===== src/common/cache_cfg_pkg.sv =====
// constants and types shared by the cache configuration chain and error log
package cache_cfg_pkg;
  // configuration chain
  localparam int unsigned CHAIN_W    = 36;
  localparam int unsigned GROUP_W    = 6;
  localparam int unsigned NUM_GROUPS = 6;
  localparam logic [2:0]  LAST_BIT   = 3'h5;
  localparam logic [2:0]  LAST_GROUP = 3'h5;

  // error capture layout, least significant field first
  localparam int unsigned SYN_W      = 8;
  localparam int unsigned STAT_W     = 5;
  localparam int unsigned STS_W      = 4;
  localparam int unsigned ADDR_W     = 37;
  localparam int unsigned ADDR_LO    = 6;
  localparam int unsigned L1_ADDR_W  = 14;
  localparam int unsigned SYN1_POS   = 0;
  localparam int unsigned SYN0_POS   = 8;
  localparam int unsigned STAT_POS   = 16;
  localparam int unsigned STS_POS    = 21;
  localparam int unsigned ADDR_POS   = 25;
  localparam int unsigned ERR_GROUPS = 11;
  localparam int unsigned ERR_W      = 66;
  localparam logic [3:0]  LAST_RD    = 4'hA;

  // block state bit positions
  localparam int unsigned STS_PARITY = 3;
  localparam int unsigned STS_VALID  = 2;
  localparam int unsigned STS_DIRTY  = 1;
  localparam int unsigned STS_SHARED = 0;

  // error status codes
  localparam logic [4:0] ST_NONE      = 5'h00;
  localparam logic [4:0] ST_L2_TAG    = 5'h01;
  localparam logic [4:0] ST_DUP_TAG   = 5'h02;
  localparam logic [4:0] ST_DATA_MEM  = 5'h03;
  localparam logic [4:0] ST_DATA_L2   = 5'h04;
  localparam logic [4:0] ST_DATA_L1   = 5'h05;
  localparam logic [4:0] ST_PROBE_L2  = 5'h06;
  localparam logic [4:0] ST_INSTR_MEM = 5'h0B;
  localparam logic [4:0] ST_INSTR_L2  = 5'h0C;
  localparam logic [4:0] ST_DBL_GEN   = 5'h10;
  localparam logic [4:0] ST_DBL_FLAG  = 5'h10;

  // kind of error being reported
  typedef enum logic [3:0] {
    KIND_NONE,
    KIND_L2_TAG,
    KIND_DUP_TAG,
    KIND_DATA_MEM,
    KIND_DATA_L2,
    KIND_DATA_L1,
    KIND_PROBE_L2,
    KIND_INSTR_MEM,
    KIND_INSTR_L2
  } err_kind_t;
endpackage


===== src/verilog/cache_cfg_chain.sv =====
// cache unit configuration chain loader and error capture register
//
// Functional notes
// - each chain data write supplies six chain bits, taken from its top bit down
// - stall write to memory-management status held off until last shift ends
// - error capture register reads six bits per access, least significant first
// - two 8-bit syndromes kept; undefined for change-to-dirty commands
// - status 00000 for no error, 00001 for secondary tag parity error
// - data-stream, duplicate tag and probe error codes as encoded
// - double-bit codes only for stream memory or L2 codes with skew fill clear, else generic 10000
// - block state gives parity, valid, dirty, shared for data or instruction stream memory or L2 codes
// - address bits 6 to 42 of last error; only 6 to 19 for L1 errors
// - chain fields ordered so each field's most significant bit comes first
`timescale 1ns/1ps
`default_nettype none
module cache_cfg_chain (
  // clock and reset
  input  wire logic                     sys_clk,
  input  wire logic                     rst,
  // chain data register writes
  input  wire logic                     chainWrEn,
  input  wire logic [5:0]               chainWrData,
  output logic                          chainWrReady,
  output logic                          chainBusy,
  // stall write to memory-management status register
  input  wire logic                     memmgmtStallReq,
  output logic                          memmgmtStallReady,
  // loaded configuration
  output logic [35:0]                   cfgWord,
  output logic                          cfgUpdate,
  // error report from the cache unit
  input  wire logic                     errValid,
  input  wire cache_cfg_pkg::err_kind_t errKind,
  input  wire logic                     errDouble,
  input  wire logic                     errProbeSel,
  input  wire logic                     errChangeToDirty,
  input  wire logic [7:0]               errSyndromeHi,
  input  wire logic [7:0]               errSyndromeLo,
  input  wire logic [3:0]               errBlockState,
  input  wire logic [36:0]              errAddr,
  input  wire logic                     skewFillSetting,
  // error capture register reads
  input  wire logic                     errRdEn,
  output logic [5:0]                    errRdData,
  output logic                          errRdValid
);
  typedef enum logic [0:0] {PH_IDLE, PH_SHIFT} phase_t;

  typedef struct packed {
    phase_t      phase;
    logic [35:0] chain;
    logic [5:0]  group;
    logic [2:0]  bitCnt;
    logic [2:0]  groupCnt;
    logic [35:0] cfg;
    logic        cfgStrobe;
    logic [65:0] errLog;
    logic [3:0]  rdPtr;
    logic [5:0]  rdData;
    logic        rdValid;
  } state_t;

  state_t st_r;
  state_t st_nxt;

  logic [4:0]  statCode;
  logic        stsDefined;
  logic [65:0] errWord;
  logic [36:0] addrMasked;
  logic [7:0]  synHi;
  logic [7:0]  synLo;
  logic [3:0]  blockStateBits;
  logic [35:0] chainShifted;

  err_status_enc u_enc (
    .kind            (errKind),
    .isDouble        (errDouble),
    .probeSel        (errProbeSel),
    .skewFillSetting (skewFillSetting),
    .statCode        (statCode),
    .stsDefined      (stsDefined)
  );

  always_comb begin
    addrMasked = errAddr;
    if (errKind == cache_cfg_pkg::KIND_DATA_L1) begin
      addrMasked = {{(cache_cfg_pkg::ADDR_W - cache_cfg_pkg::L1_ADDR_W){1'b0}},
                    errAddr[cache_cfg_pkg::L1_ADDR_W-1:0]};
    end
    synHi = errChangeToDirty ? 8'h00 : errSyndromeHi;
    synLo = errChangeToDirty ? 8'h00 : errSyndromeLo;
    blockStateBits = stsDefined ? errBlockState : 4'h0;
    errWord = {4'h0, addrMasked, blockStateBits, statCode, synLo, synHi};
  end

  // serial shift, top bit of group first
  assign chainShifted = {st_r.chain[34:0], st_r.group[5]};

  always_comb begin
    st_nxt           = st_r;
    st_nxt.cfgStrobe = 1'b0;
    st_nxt.rdValid   = 1'b0;
    case (st_r.phase)
      PH_IDLE: begin
        if (chainWrEn) begin
          st_nxt.group  = chainWrData;
          st_nxt.bitCnt = 3'h0;
          st_nxt.phase  = PH_SHIFT;
        end
      end
      PH_SHIFT: begin
        st_nxt.chain  = chainShifted;
        st_nxt.group  = {st_r.group[4:0], 1'b0};
        st_nxt.bitCnt = st_r.bitCnt + 3'h1;
        if (st_r.bitCnt == cache_cfg_pkg::LAST_BIT) begin
          st_nxt.phase = PH_IDLE;
          if (st_r.groupCnt == cache_cfg_pkg::LAST_GROUP) begin
            st_nxt.groupCnt  = 3'h0;
            st_nxt.cfg       = chainShifted;
            st_nxt.cfgStrobe = 1'b1;
          end else begin
            st_nxt.groupCnt = st_r.groupCnt + 3'h1;
          end
        end
      end
      default: begin
        st_nxt.phase = PH_IDLE;
      end
    endcase
    // new report overwrites; a read in the same cycle sees the old word
    if (errValid) begin
      st_nxt.errLog = errWord;
      st_nxt.rdPtr  = 4'h0;
    end
    if (errRdEn) begin
      st_nxt.rdData  = st_r.errLog[6*st_r.rdPtr +: 6];
      st_nxt.rdValid = 1'b1;
      if (!errValid) begin
        st_nxt.rdPtr = (st_r.rdPtr == cache_cfg_pkg::LAST_RD) ? 4'h0 : st_r.rdPtr + 4'h1;
      end
    end
  end

  always_ff @(posedge sys_clk or posedge rst) begin
    if (rst) begin
      st_r <= '0;
    end else begin
      st_r <= st_nxt;
    end
  end

  // writes during a shift are held off, not dropped
  assign chainWrReady      = (st_r.phase == PH_IDLE);
  assign chainBusy         = (st_r.phase == PH_SHIFT);
  assign memmgmtStallReady = (st_r.phase == PH_IDLE);
  assign cfgWord           = st_r.cfg;
  assign cfgUpdate         = st_r.cfgStrobe;
  assign errRdData         = st_r.rdData;
  assign errRdValid        = st_r.rdValid;

  logic wrTaken;
  assign wrTaken = chainWrEn && (st_r.phase == PH_IDLE);

  property p_wr_shift;
    @(posedge sys_clk) disable iff (rst)
      wrTaken |=> chainBusy [*6] ##1 !chainBusy;
  endproperty
  a_wr_shift: assert property (p_wr_shift) else $error("write not shifted in six cycles");

  property p_group_lands;
    @(posedge sys_clk) disable iff (rst)
      wrTaken |-> ##7 (st_r.chain[5:0] == $past(chainWrData, 7));
  endproperty
  a_group_lands: assert property (p_group_lands) else $error("group not at chain bottom");

  property p_cfg_sixth;
    @(posedge sys_clk) disable iff (rst)
      cfgUpdate |-> ($past(st_r.groupCnt) == 3'h5) && (cfgWord == st_r.chain);
  endproperty
  a_cfg_sixth: assert property (p_cfg_sixth) else $error("config applied early");

  property p_stall_hold;
    @(posedge sys_clk) disable iff (rst)
      wrTaken |=> !memmgmtStallReady [*6] ##1 memmgmtStallReady;
  endproperty
  a_stall_hold: assert property (p_stall_hold) else $error("stall released early");

  property p_rd_first;
    @(posedge sys_clk) disable iff (rst)
      errRdEn && (st_r.rdPtr == 4'h0) |=> errRdValid && (errRdData == $past(st_r.errLog[5:0]));
  endproperty
  a_rd_first: assert property (p_rd_first) else $error("first read not low group");

  property p_rd_wrap;
    @(posedge sys_clk) disable iff (rst)
      errRdEn && !errValid && (st_r.rdPtr == 4'hA) |=> (st_r.rdPtr == 4'h0);
  endproperty
  a_rd_wrap: assert property (p_rd_wrap) else $error("read pointer did not wrap");

  property p_ctd_syn;
    @(posedge sys_clk) disable iff (rst)
      errValid && errChangeToDirty |=> (st_r.errLog[15:0] == 16'h0000);
  endproperty
  a_ctd_syn: assert property (p_ctd_syn) else $error("syndrome kept on change to dirty");

  property p_l2_tag;
    @(posedge sys_clk) disable iff (rst)
      errValid && (errKind == cache_cfg_pkg::KIND_L2_TAG) && !errDouble
        |=> (st_r.errLog[20:16] == 5'h01);
  endproperty
  a_l2_tag: assert property (p_l2_tag) else $error("wrong tag parity code");

  property p_instr_mem;
    @(posedge sys_clk) disable iff (rst)
      errValid && (errKind == cache_cfg_pkg::KIND_INSTR_MEM) && !errDouble
        |=> (st_r.errLog[20:16] == 5'h0B);
  endproperty
  a_instr_mem: assert property (p_instr_mem) else $error("wrong instruction memory code");

  property p_dbl_skew;
    @(posedge sys_clk) disable iff (rst)
      errValid && errDouble && skewFillSetting && (errKind != cache_cfg_pkg::KIND_NONE)
        |=> (st_r.errLog[20:16] == 5'h10);
  endproperty
  a_dbl_skew: assert property (p_dbl_skew) else $error("skewed double not generic");

  property p_l1_addr;
    @(posedge sys_clk) disable iff (rst)
      errValid && (errKind == cache_cfg_pkg::KIND_DATA_L1)
        |=> (st_r.errLog[61:39] == 23'h000000)
            && (st_r.errLog[20:16] == ($past(errDouble) ? 5'h10 : 5'h05));
  endproperty
  a_l1_addr: assert property (p_l1_addr) else $error("L1 address not masked");

  property p_sts_kept;
    @(posedge sys_clk) disable iff (rst)
      errValid && (errKind == cache_cfg_pkg::KIND_DATA_L2)
        |=> (st_r.errLog[24:21] == $past(errBlockState));
  endproperty
  a_sts_kept: assert property (p_sts_kept) else $error("block state lost");
endmodule
`default_nettype wire


===== src/verilog/err_status_enc.sv =====
// error status code encoder for the error capture register
`timescale 1ns/1ps
`default_nettype none
module err_status_enc (
  // error description
  input  wire cache_cfg_pkg::err_kind_t kind,
  input  wire logic                     isDouble,
  input  wire logic                     probeSel,
  input  wire logic                     skewFillSetting,
  // encoded result
  output logic [4:0]                    statCode,
  output logic                          stsDefined
);
  always_comb begin
    statCode   = cache_cfg_pkg::ST_NONE;
    stsDefined = 1'b0;
    case (kind)
      cache_cfg_pkg::KIND_L2_TAG:    statCode = cache_cfg_pkg::ST_L2_TAG;
      cache_cfg_pkg::KIND_DUP_TAG:   statCode = cache_cfg_pkg::ST_DUP_TAG;
      cache_cfg_pkg::KIND_DATA_MEM:  statCode = cache_cfg_pkg::ST_DATA_MEM;
      cache_cfg_pkg::KIND_DATA_L2:   statCode = cache_cfg_pkg::ST_DATA_L2;
      cache_cfg_pkg::KIND_DATA_L1:   statCode = cache_cfg_pkg::ST_DATA_L1;
      cache_cfg_pkg::KIND_PROBE_L2:  statCode = cache_cfg_pkg::ST_PROBE_L2 | {4'h0, probeSel};
      cache_cfg_pkg::KIND_INSTR_MEM: statCode = cache_cfg_pkg::ST_INSTR_MEM;
      cache_cfg_pkg::KIND_INSTR_L2:  statCode = cache_cfg_pkg::ST_INSTR_L2;
      default:                       statCode = cache_cfg_pkg::ST_NONE;
    endcase
    stsDefined = (kind == cache_cfg_pkg::KIND_DATA_MEM) || (kind == cache_cfg_pkg::KIND_DATA_L2)
              || (kind == cache_cfg_pkg::KIND_INSTR_MEM) || (kind == cache_cfg_pkg::KIND_INSTR_L2);
    if (isDouble && (kind != cache_cfg_pkg::KIND_NONE)) begin
      if (skewFillSetting || !stsDefined) begin
        statCode = cache_cfg_pkg::ST_DBL_GEN;
      end else begin
        statCode = statCode | cache_cfg_pkg::ST_DBL_FLAG;
      end
    end
  end
endmodule
`default_nettype wire

===== config.mk =====
export PLATFORM = sky130hd
export DESIGN_NAME = cache_cfg_chain
export DESIGN_NICKNAME = d
export VERILOG_FILES = /design/src/common/cache_cfg_pkg.sv /design/src/verilog/cache_cfg_chain.sv /design/src/verilog/err_status_enc.sv
export SDC_FILE = /design/constraint.sdc
export NUM_CORES = 1
export LEC_CHECK = 0
export ABC_AREA = 0
export BUFFER_PORTS_ARGS = -buffer_cell sky130_fd_sc_hd__buf_4
export CORE_ASPECT_RATIO = 0.7
export CORE_MARGIN = 2
export CORE_UTILIZATION = 42
export DETAILED_ROUTE_END_ITERATION = 8
export MAX_ROUTING_LAYER = met4
export PLACE_DENSITY_LB_ADDON = 0.25
export SYNTH_ARGS = -nofsm -noshare
export SYNTH_HDL_FRONTEND = slang
export SYNTH_HIERARCHICAL = 1
export SYNTH_SLANG_ARGS = --single-unit

===== constraint.sdc =====
create_clock -name sys_clk -period 5.45 [get_ports sys_clk]
set_clock_uncertainty 0.15 [all_clocks]
set_input_delay 1.09 -clock sys_clk [delete_from_list [all_inputs] [get_ports sys_clk]]
set_output_delay 1.09 -clock sys_clk [all_outputs]
set_load 0.02 [all_outputs]

* Word-level counts from Yosys, hierarchy flattened
Cells that the tools add are included.
** Storage, ports and cells
- Input port bits :: 77
- Register bits :: 158
- Output and inout bits :: 47
** Cells by class
- Equal/unequal tests :: 12
- Bitwise operators :: 1
- Shift operators :: 1
- Reductions and logical operators :: 9
- $add $sub $neg :: 3
- Multipliers :: 1
- Multiplexer cells :: 20
** Operators by type and width (count)
- $shiftx A66 B8 Y6 :: 1
- $mux W37 :: 1
- $pmux W4 S8 :: 1
- $mux W4 :: 5
- $pmux W9 S2 :: 1
- $eq A4 B3 Y1 const B :: 4
- $mux W8 :: 2
- $mux W11 :: 1
- $mux W9 :: 1
- $eq A4 B2 Y1 const B :: 2
- $eq A4 B4 Y1 const B :: 2
- $add A3 B1 Y3 const B :: 2
- $eq A3 B3 Y1 const B :: 2
- $mul A2 B4 Y6 const A :: 1
- $mux W1 :: 5
- $mux W5 :: 1
- $add A4 B1 Y4 const B :: 1
- $eq A4 B1 Y1 const B :: 1
- $logic_or A1 B1 Y1 :: 4
- $reduce_bool A4 Y1 :: 1
- $mux W3 :: 1
- $reduce_and A3 Y1 :: 1
- $ne A2 B2 Y1 const B :: 1
- $pmux W1 S2 :: 1
- other kinds (4) :: 4

* Logic depth before layout (Yosys ltp)
Gate-level depths: netlist of run 1.
- Depth after elaboration :: 8
- Depth in mapped cells :: 7
- Gate-level depth less buffers :: 5

* Cells and area by module
Netlist of run 1, hierarchy kept.
** By module, submodules not included
- cache_cfg_chain :: area each 6941.7 um^2, seq. area each 3953.8 um^2, instances 1, cells an instance 595
- err_status_enc :: area each 168.9 um^2, seq. area each 0.0 um^2, instances 1, cells an instance 21

* Worst setup path before layout of run 1
No wires, ideal clock.
- Path kind :: register -> output
- Start :: register st_r (netlist bit chainBusy)
- End :: output port memmgmtStallReady
- Required time :: 4.210 ns
- Arrival time :: 1.281 ns
- Stages on the path, launching flop included :: 4
- Path slack :: 2.929 ns
- Path through :: dfrtp_1 buf_2 clkinv_1 buf_4
** Between the ends
- Longest elaborated chain between the ends :: 1
** Ends and longest elaborated chain
- start, declared :: RTL line cache_cfg_chain.sv:63 : state_t st_r;
- start signal, assigned :: RTL line cache_cfg_chain.sv:148 : st_r <= st_nxt;
- $not A1 Y1
- end, declared :: RTL line cache_cfg_chain.sv:27 : output logic memmgmtStallReady,
No other way between the ends.

* Worst setup path in the final report of run 1
- Start :: register st_r (netlist bit chainBusy)
- End :: output port chainBusy
** RTL lines
- end, declared :: RTL line cache_cfg_chain.sv:24 : output logic chainBusy,
No word-level cell between the ends.

==> results of run 1 <==
registers in the layout, indices dropped and copies added, names as in the netlist:
register / flops
cfgUpdate: 1
cfgWord: 36
chainBusy: 1
chainShifted: 36
errRdData: 6
errRdValid: 1
st_r: 77
worst max-delay path by stage:
stage,end,slack (ns),cells after the start
after global placement,st_r[72],2.42,4
after CTS,chainBusy,2.50,2
after global routing,chainBusy,2.40,2
after floorplan,cfgUpdate,2.21,1
after detailed placement,st_r[50],2.39,4
final,chainBusy,2.54,2
cells by family (layout without fill, tap and decap cells):
kind of cell,Yosys count,in the layout
buf+inv,125,205
flops,158,158
compound gates,99,99
mux,118,118
xor+xnor,4,4
fa+ha+maj,2,2
simple gates,110,110
metrics by stage:
stage	hold slack, ns	std cells	utilization	total power (W)	cell area, µm²
after floorplan	0.299	616	-	0.00210	7110
after global placement	0.315	889	0.477	0.00225	7850
after detailed placement	0.326	889	0.477	0.00229	7850
after CTS	0.341	921	0.516	0.00355	8480
after global routing	0.358	921	0.516	0.00371	8480
final	0.335	921	0.516	0.00351	8480
power groups by stage:
stage | clock (W) | combinational (W) | sequential, W
2_1_floorplan | 0 | 0.000567 | 0.00154
3_3_place_gp | 0 | 0.000660 | 0.00159
3_5_place_dp | 0 | 0.000682 | 0.00160
4_1_cts | 0.00129 | 0.000685 | 0.00158
5_1_grt | 0.00134 | 0.000742 | 0.00162
6_report | 0.00125 | 0.000673 | 0.00158
worst max-delay path, stage by stage (launching register included):
cell,delay (ns)
dfrtp_2,0.59
buf_4,0.43
buf_4,0.22
synthesized netlist by cell type, types with 2 or more instances:
library cell,n,area [µm²]
a21oi_1,12,60.1
a22oi_1,8,60.1
a32oi_1,4,35.0
buf_1,4,15.0
buf_2,6,30.0
buf_4,47,353
buf_6,5,56.3
clkbuf_1,16,60.1
dfrtp_1,158,3950
ha_1,2,25.0
inv_1,46,173
mux2_1,29,327
mux2_2,61,687
mux2i_1,28,280
nand2_1,61,229
nand2b_1,5,31.3
nand3_1,14,70.1
nand4_1,2,12.5
nor2_1,9,33.8
nor2b_1,8,50.1
nor3_1,2,10.0
nor3b_2,2,25.0
o2111ai_1,3,26.3
o211ai_1,2,15.0
o21ai_0,56,280
o22ai_1,3,18.8
o2bb2ai_1,2,17.5
xnor2_1,2,17.5
xor2_1,2,17.5
metal layers:
metal / vias up / GRT usage
li1: 2182 / -
met1: 2238 / 0.242
met2: 88 / 0.255
met3: 11 / 0.0381
met4: 0 / 0.0515
met5: - / -
layout make-up:
class / instances / area share
well taps: 225 / 0.0332
flip-flops and latches: 158 / 0.466
clock inverters: 15 / 0.0242
multi-input cells: 333 / 0.292
clock buffers: 17 / 0.0502
inverters: 47 / 0.0213
repair buffers: 126 / 0.113
==> results_dict.tcl, run 1 <==
set metrics [dict create \
    status "completed" \
    pwr_density_cell_mw_per_mm2 414 \
    fin_crit_sh 0.535 \
    drt-wirelength-per-cell_um 15.4 \
    drcViolationCount 0 \
    pwr-share-clk 0.357 \
    register_area_mm2 0.00396 \
    worstPathArrival_ns 1.67 \
    cp.required_ns 4.21 \
    yosys.area_share.simple 0.0739 \
    grt_pass1_vias 4696 \
    grt_setup_unrepaired "no" \
    synth_edf_count 0 \
    synth_nets 695 \
    io_buffers 122 \
    nets 762 \
    crit_fanout 31 \
    worst_pin_slew_ns 1.02 \
    final_common_cell "dfrtp_1" \
    fin_crit_ns 2.91 \
    drt-total-wl_mm 14.2 \
    pre_cts_slack_ns 2.39 \
    start_util 0.432 \
    drive_gt1_frac 0.326 \
    antenna_found_initial 0 \
    die_area_mm2 0.0180 \
    syn2layout_area_growth_pct 19.2 \
    cts-buffers-inserted 17 \
    post-cts-setup-buffer-count 0 \
    max_freq_mhz 343 \
    met1Wirelength_mm 7.04 \
    pwr-share-comb 0.192 \
    ir_worst_vdd_mv 0.196 \
    cp-start-kind "flop" \
    rows 39 \
    multiInputGateArea_mm2 0.00247 \
    setup_tns_ns 0 \
    wl_met3_um 574 \
    drt_iter0_drc 247 \
    synth_area_mm2 0.00711 \
    grt_max_degree 159 \
    synth_fa_ha_area_frac 0.00352 \
    design.core.area_mm2 0.0164 \
    ioPinCount 124 \
    clock-sinks 158 \
    synthMuxAreaShare 0.182 \
    fin_ws_ns 2.54 \
    postRouteAntennaNets 0 \
    drv_cap 0 \
    min-delay-start "cfgWord[14]" \
    worstSetupStartpoint "chainBusy" \
    clk_latency_ns 0.42 \
    p_int_w 0.00250 \
    diodes 0 \
    r2r_cells 4 \
    crit_type "flop to output port" \
    clkSlewWorstSetupHoldPaths_ns 0.07 \
    hold_path.class "flop to flop" \
    leakage_nw 4.11 \
    mostFrequentLayoutCells "dfrtp_1 (157), buf_4 (125), mux2_2 (61), nand2_1 (61), o21ai_0 (56)" \
    r2r_setup_slack_ns 3.11 \
    die_w_um 160 \
    p_switching_w 0.00100 \
    grt_use_total 0.173 \
    firstDrtPassIters 4 \
    wl_met2_mm 6.40 \
    slew_headroom 0.321 \
    fillCellCount 1456 \
    reg2reg_to "cfgWord[25]" \
    post-dp-hpwl_mm 9.68 \
    synth-xor-area-share 0.00493 \
    root_buffer "clkbuf_16" \
    critPathCaptureType "output port" \
    switching_share 0.286 \
    vias 4519 \
    netlist_instances 616 \
    hold_end "cfgWord[14]" \
    synth_ff_type "dfrtp_1" \
    hold_path_depth 1 \
    finalHoldViolations 0 \
    r2r_start "chainBusy" \
    synth_compound_area_frac 0.0825 \
    final-max-slew-violation-count 0 \
    top_layer "met4" \
    synth_top_family_by_area "multiplexers" \
    synth_area_per_cell_um2 11.5 \
    synth_seq_cells 158 \
    async_reset_ff_frac 1.00 \
    gp_congestion 0.808 \
    die_h_um 113 \
    overflow 0 \
    cts-resized-gates 0 \
    synth_warnings 6 \
    postCtsHoldBufs 0 \
    clockBufferDepth 2 \
    htree_levels 4 \
    sequentialPowerShare 0.451 \
    yosysSeqAreaShare 0.556 \
    setup_viol 0 \
    grt_pass1_wl_mm 24.1 \
    via_per_inst 4.91 \
    cts_tree "done" \
    synth_cell_type_count 46 \
]
No activity file was read; power rests on OpenSTA's default activity.
==> run 2, diff against run 1 <==
==> constraint.sdc (replaced) <==
create_clock -name sys_clk -period 2.6 [get_ports sys_clk]
set_clock_uncertainty 0.15 [all_clocks]
set_input_delay 0.52 -clock sys_clk [delete_from_list [all_inputs] [get_ports sys_clk]]
set_output_delay 0.52 -clock sys_clk [all_outputs]
set_load 0.02 [all_outputs]
==> run 2 against run 1 <==
Net effect:
- wire length grew 3.7%
- via count is 1.4% higher
- sequential power rose by 110%
- total power increased by 100%
- sequential cell count did not move
- final area grew 0.72%
- utilization increased by 0.37 points
- cell count rose by 1.3%
- clock power up 94%
- setup slack lost 2.3 ns
- sequential share of layout area is 0.33 points lower
- critical endpoint is now chainWrReady
==> results_dict.tcl, run 2 (synthesized netlist as in run 1, its figures left out) <==
set metrics [dict create \
    status "completed" \
    cts_tree "done" \
    root_buffer "clkbuf_16" \
    clk_latency_ns 0.42 \
    worst_pin_slew_ns 0.698 \
    ioPinCount 124 \
    final-max-slew-violation-count 0 \
    setup_tns_ns 0 \
    drt-total-wl_mm 14.7 \
    clock-sinks 158 \
    nets 774 \
    grt_max_degree 43 \
    hold_path.class "primary input to async pin" \
    cts-resized-gates 0 \
    finalHoldViolations 0 \
    pwr_density_cell_mw_per_mm2 839 \
    grt_use_total 0.181 \
    postRouteAntennaNets 0 \
    diodes 0 \
    die_w_um 160 \
    p_int_w 0.00506 \
    slew_headroom 0.534 \
    vias 4582 \
    cp-start-kind "flop" \
    final_cell_count_no_fill 933 \
    grt_setup_unrepaired "no" \
    start_util 0.432 \
    worstPathArrival_ns 1.72 \
    pwr-share-clk 0.337 \
    fin_crit_sh 0.918 \
    largest_reg_flops 77 \
    clkSlewWorstSetupHoldPaths_ns 0.06 \
    rows 39 \
    total_power_w 0.00717 \
    drcViolationCount 0 \
    pwr-share-comb 0.204 \
    grt_pass1_vias 4888 \
    drive_gt1_frac 0.338 \
    gp_congestion 0.815 \
    mostFrequentLayoutCells "dfrtp_1 (157), buf_4 (135), mux2_2 (61), nand2_1 (61), o21ai_0 (56)" \
    htree_levels 4 \
    p_switching_w 0.00210 \
    drt-wirelength-per-cell_um 15.7 \
    antenna_found_initial 0 \
    cts-buffers-inserted 17 \
    final_common_cell "dfrtp_1" \
    leakage_nw 4.15 \
    overflow 0 \
    syn2layout_area_growth_pct 20.1 \
    critPathCaptureType "output port" \
    fin_crit_ns 2.39 \
    clockBufferDepth 2 \
    grt_pass1_wl_mm 24.9 \
    crit_fanout 34 \
    top_register "st_r" \
    post-dp-hpwl_mm 10.6 \
    setup_viol 0 \
    max_freq_mhz 419 \
    post-cts-setup-buffer-count 0 \
    ir_worst_vdd_mv 0.432 \
    drv_cap 0 \
    dp_cells 901 \
    via_per_inst 4.91 \
    postCtsHoldBufs 0 \
    sequentialPowerShare 0.459 \
    crit_type "flop to output port" \
    fillCellCount 1462 \
    cp.required_ns 1.93 \
    firstDrtPassIters 4 \
    io_buffers 122 \
    die_h_um 113 \
    die_area_mm2 0.0180 \
    design.core.area_mm2 0.0164 \
    switching_share 0.294 \
    drt_iter0_drc 256 \
]
==> run 2: cell count changes in the layout (fill, tap and decap cells not counted) <==
| cell | change |
|---|---|
| clkinv_8 | -1 |
| clkinv_4 | +1 |
| inv_8 | -1 |
| buf_4 | +10 |
| inv_6 | +2 |
| clkinvlp_4 | +1 |
| bufinv_16 | -2 |
| buf_12 | +2 |
==> run 2: layout make-up <==
cell class | instances | area, µm² | share of cell area
Multi-Input combinational cell | 333 | 2470 | 0.290
Clock inverter | 15 | 151 | 0.0177
Timing Repair Buffer | 138 | 1070 | 0.126
Clock buffer | 17 | 425 | 0.0498
Inverter | 47 | 180 | 0.0211
Sequential cell | 158 | 3960 | 0.463
Tap cell | 225 | 282 | 0.0330
==> run 2: critical path: stages, from the launching register on <==
cell and delay [ns]:
dfrtp_2 0.38, buf_4 0.36, clkinv_1 0.31, buf_4 0.24
==> run 2: worst paths after layout <==
path / from / to / slack [ns] / cells after the start
worst max-delay path: chainBusy / chainWrReady / 0.21 / 3
worst min-delay path: rst / errRdData[3] / 0.07 / 2
worst max register to register: st_r[118] / cfgWord[30] / 0.49 / 6
worst min register to register: cfgWord[22] / cfgWord[22] / 0.34 / 1
max in group asynchronous: rst / chainShifted[33] / 1.54 / 3
min in group sys_clk: errChangeToDirty / st_r[25] / 0.14 / 2
==> run 2: routing by layer <==
metal | wire, µm | global-route usage
met5 | 0 | -
met4 | 116 | 0.0521
met3 | 681 | 0.0422
met2 | 6670 | 0.273
met1 | 7220 | 0.246
==> run 2: metrics by stage <==
step           instance area, µm²  hold WS, ns  worst slack, ns   util
4_1_cts                      8540       0.0640            0.173  0.519
6_report                     8540       0.0672            0.213  0.519
3_3_place_gp                 7960        0.317            0.529  0.484
5_1_grt                      8540       0.0975           0.0586  0.519
3_5_place_dp                 7960        0.328            0.465  0.484
2_1_floorplan                7110        0.299          -0.0709      -
==> run 2: power groups by stage <==
stage	Clock (W)	Combinational, W	Sequential (W)
global placement	0	0.00143	0.00331
floorplan	0	0.00119	0.00322
finish	0.00242	0.00146	0.00329
CTS	0.00249	0.00149	0.00330
global route	0.00260	0.00162	0.00337
detailed placement	0	0.00149	0.00334
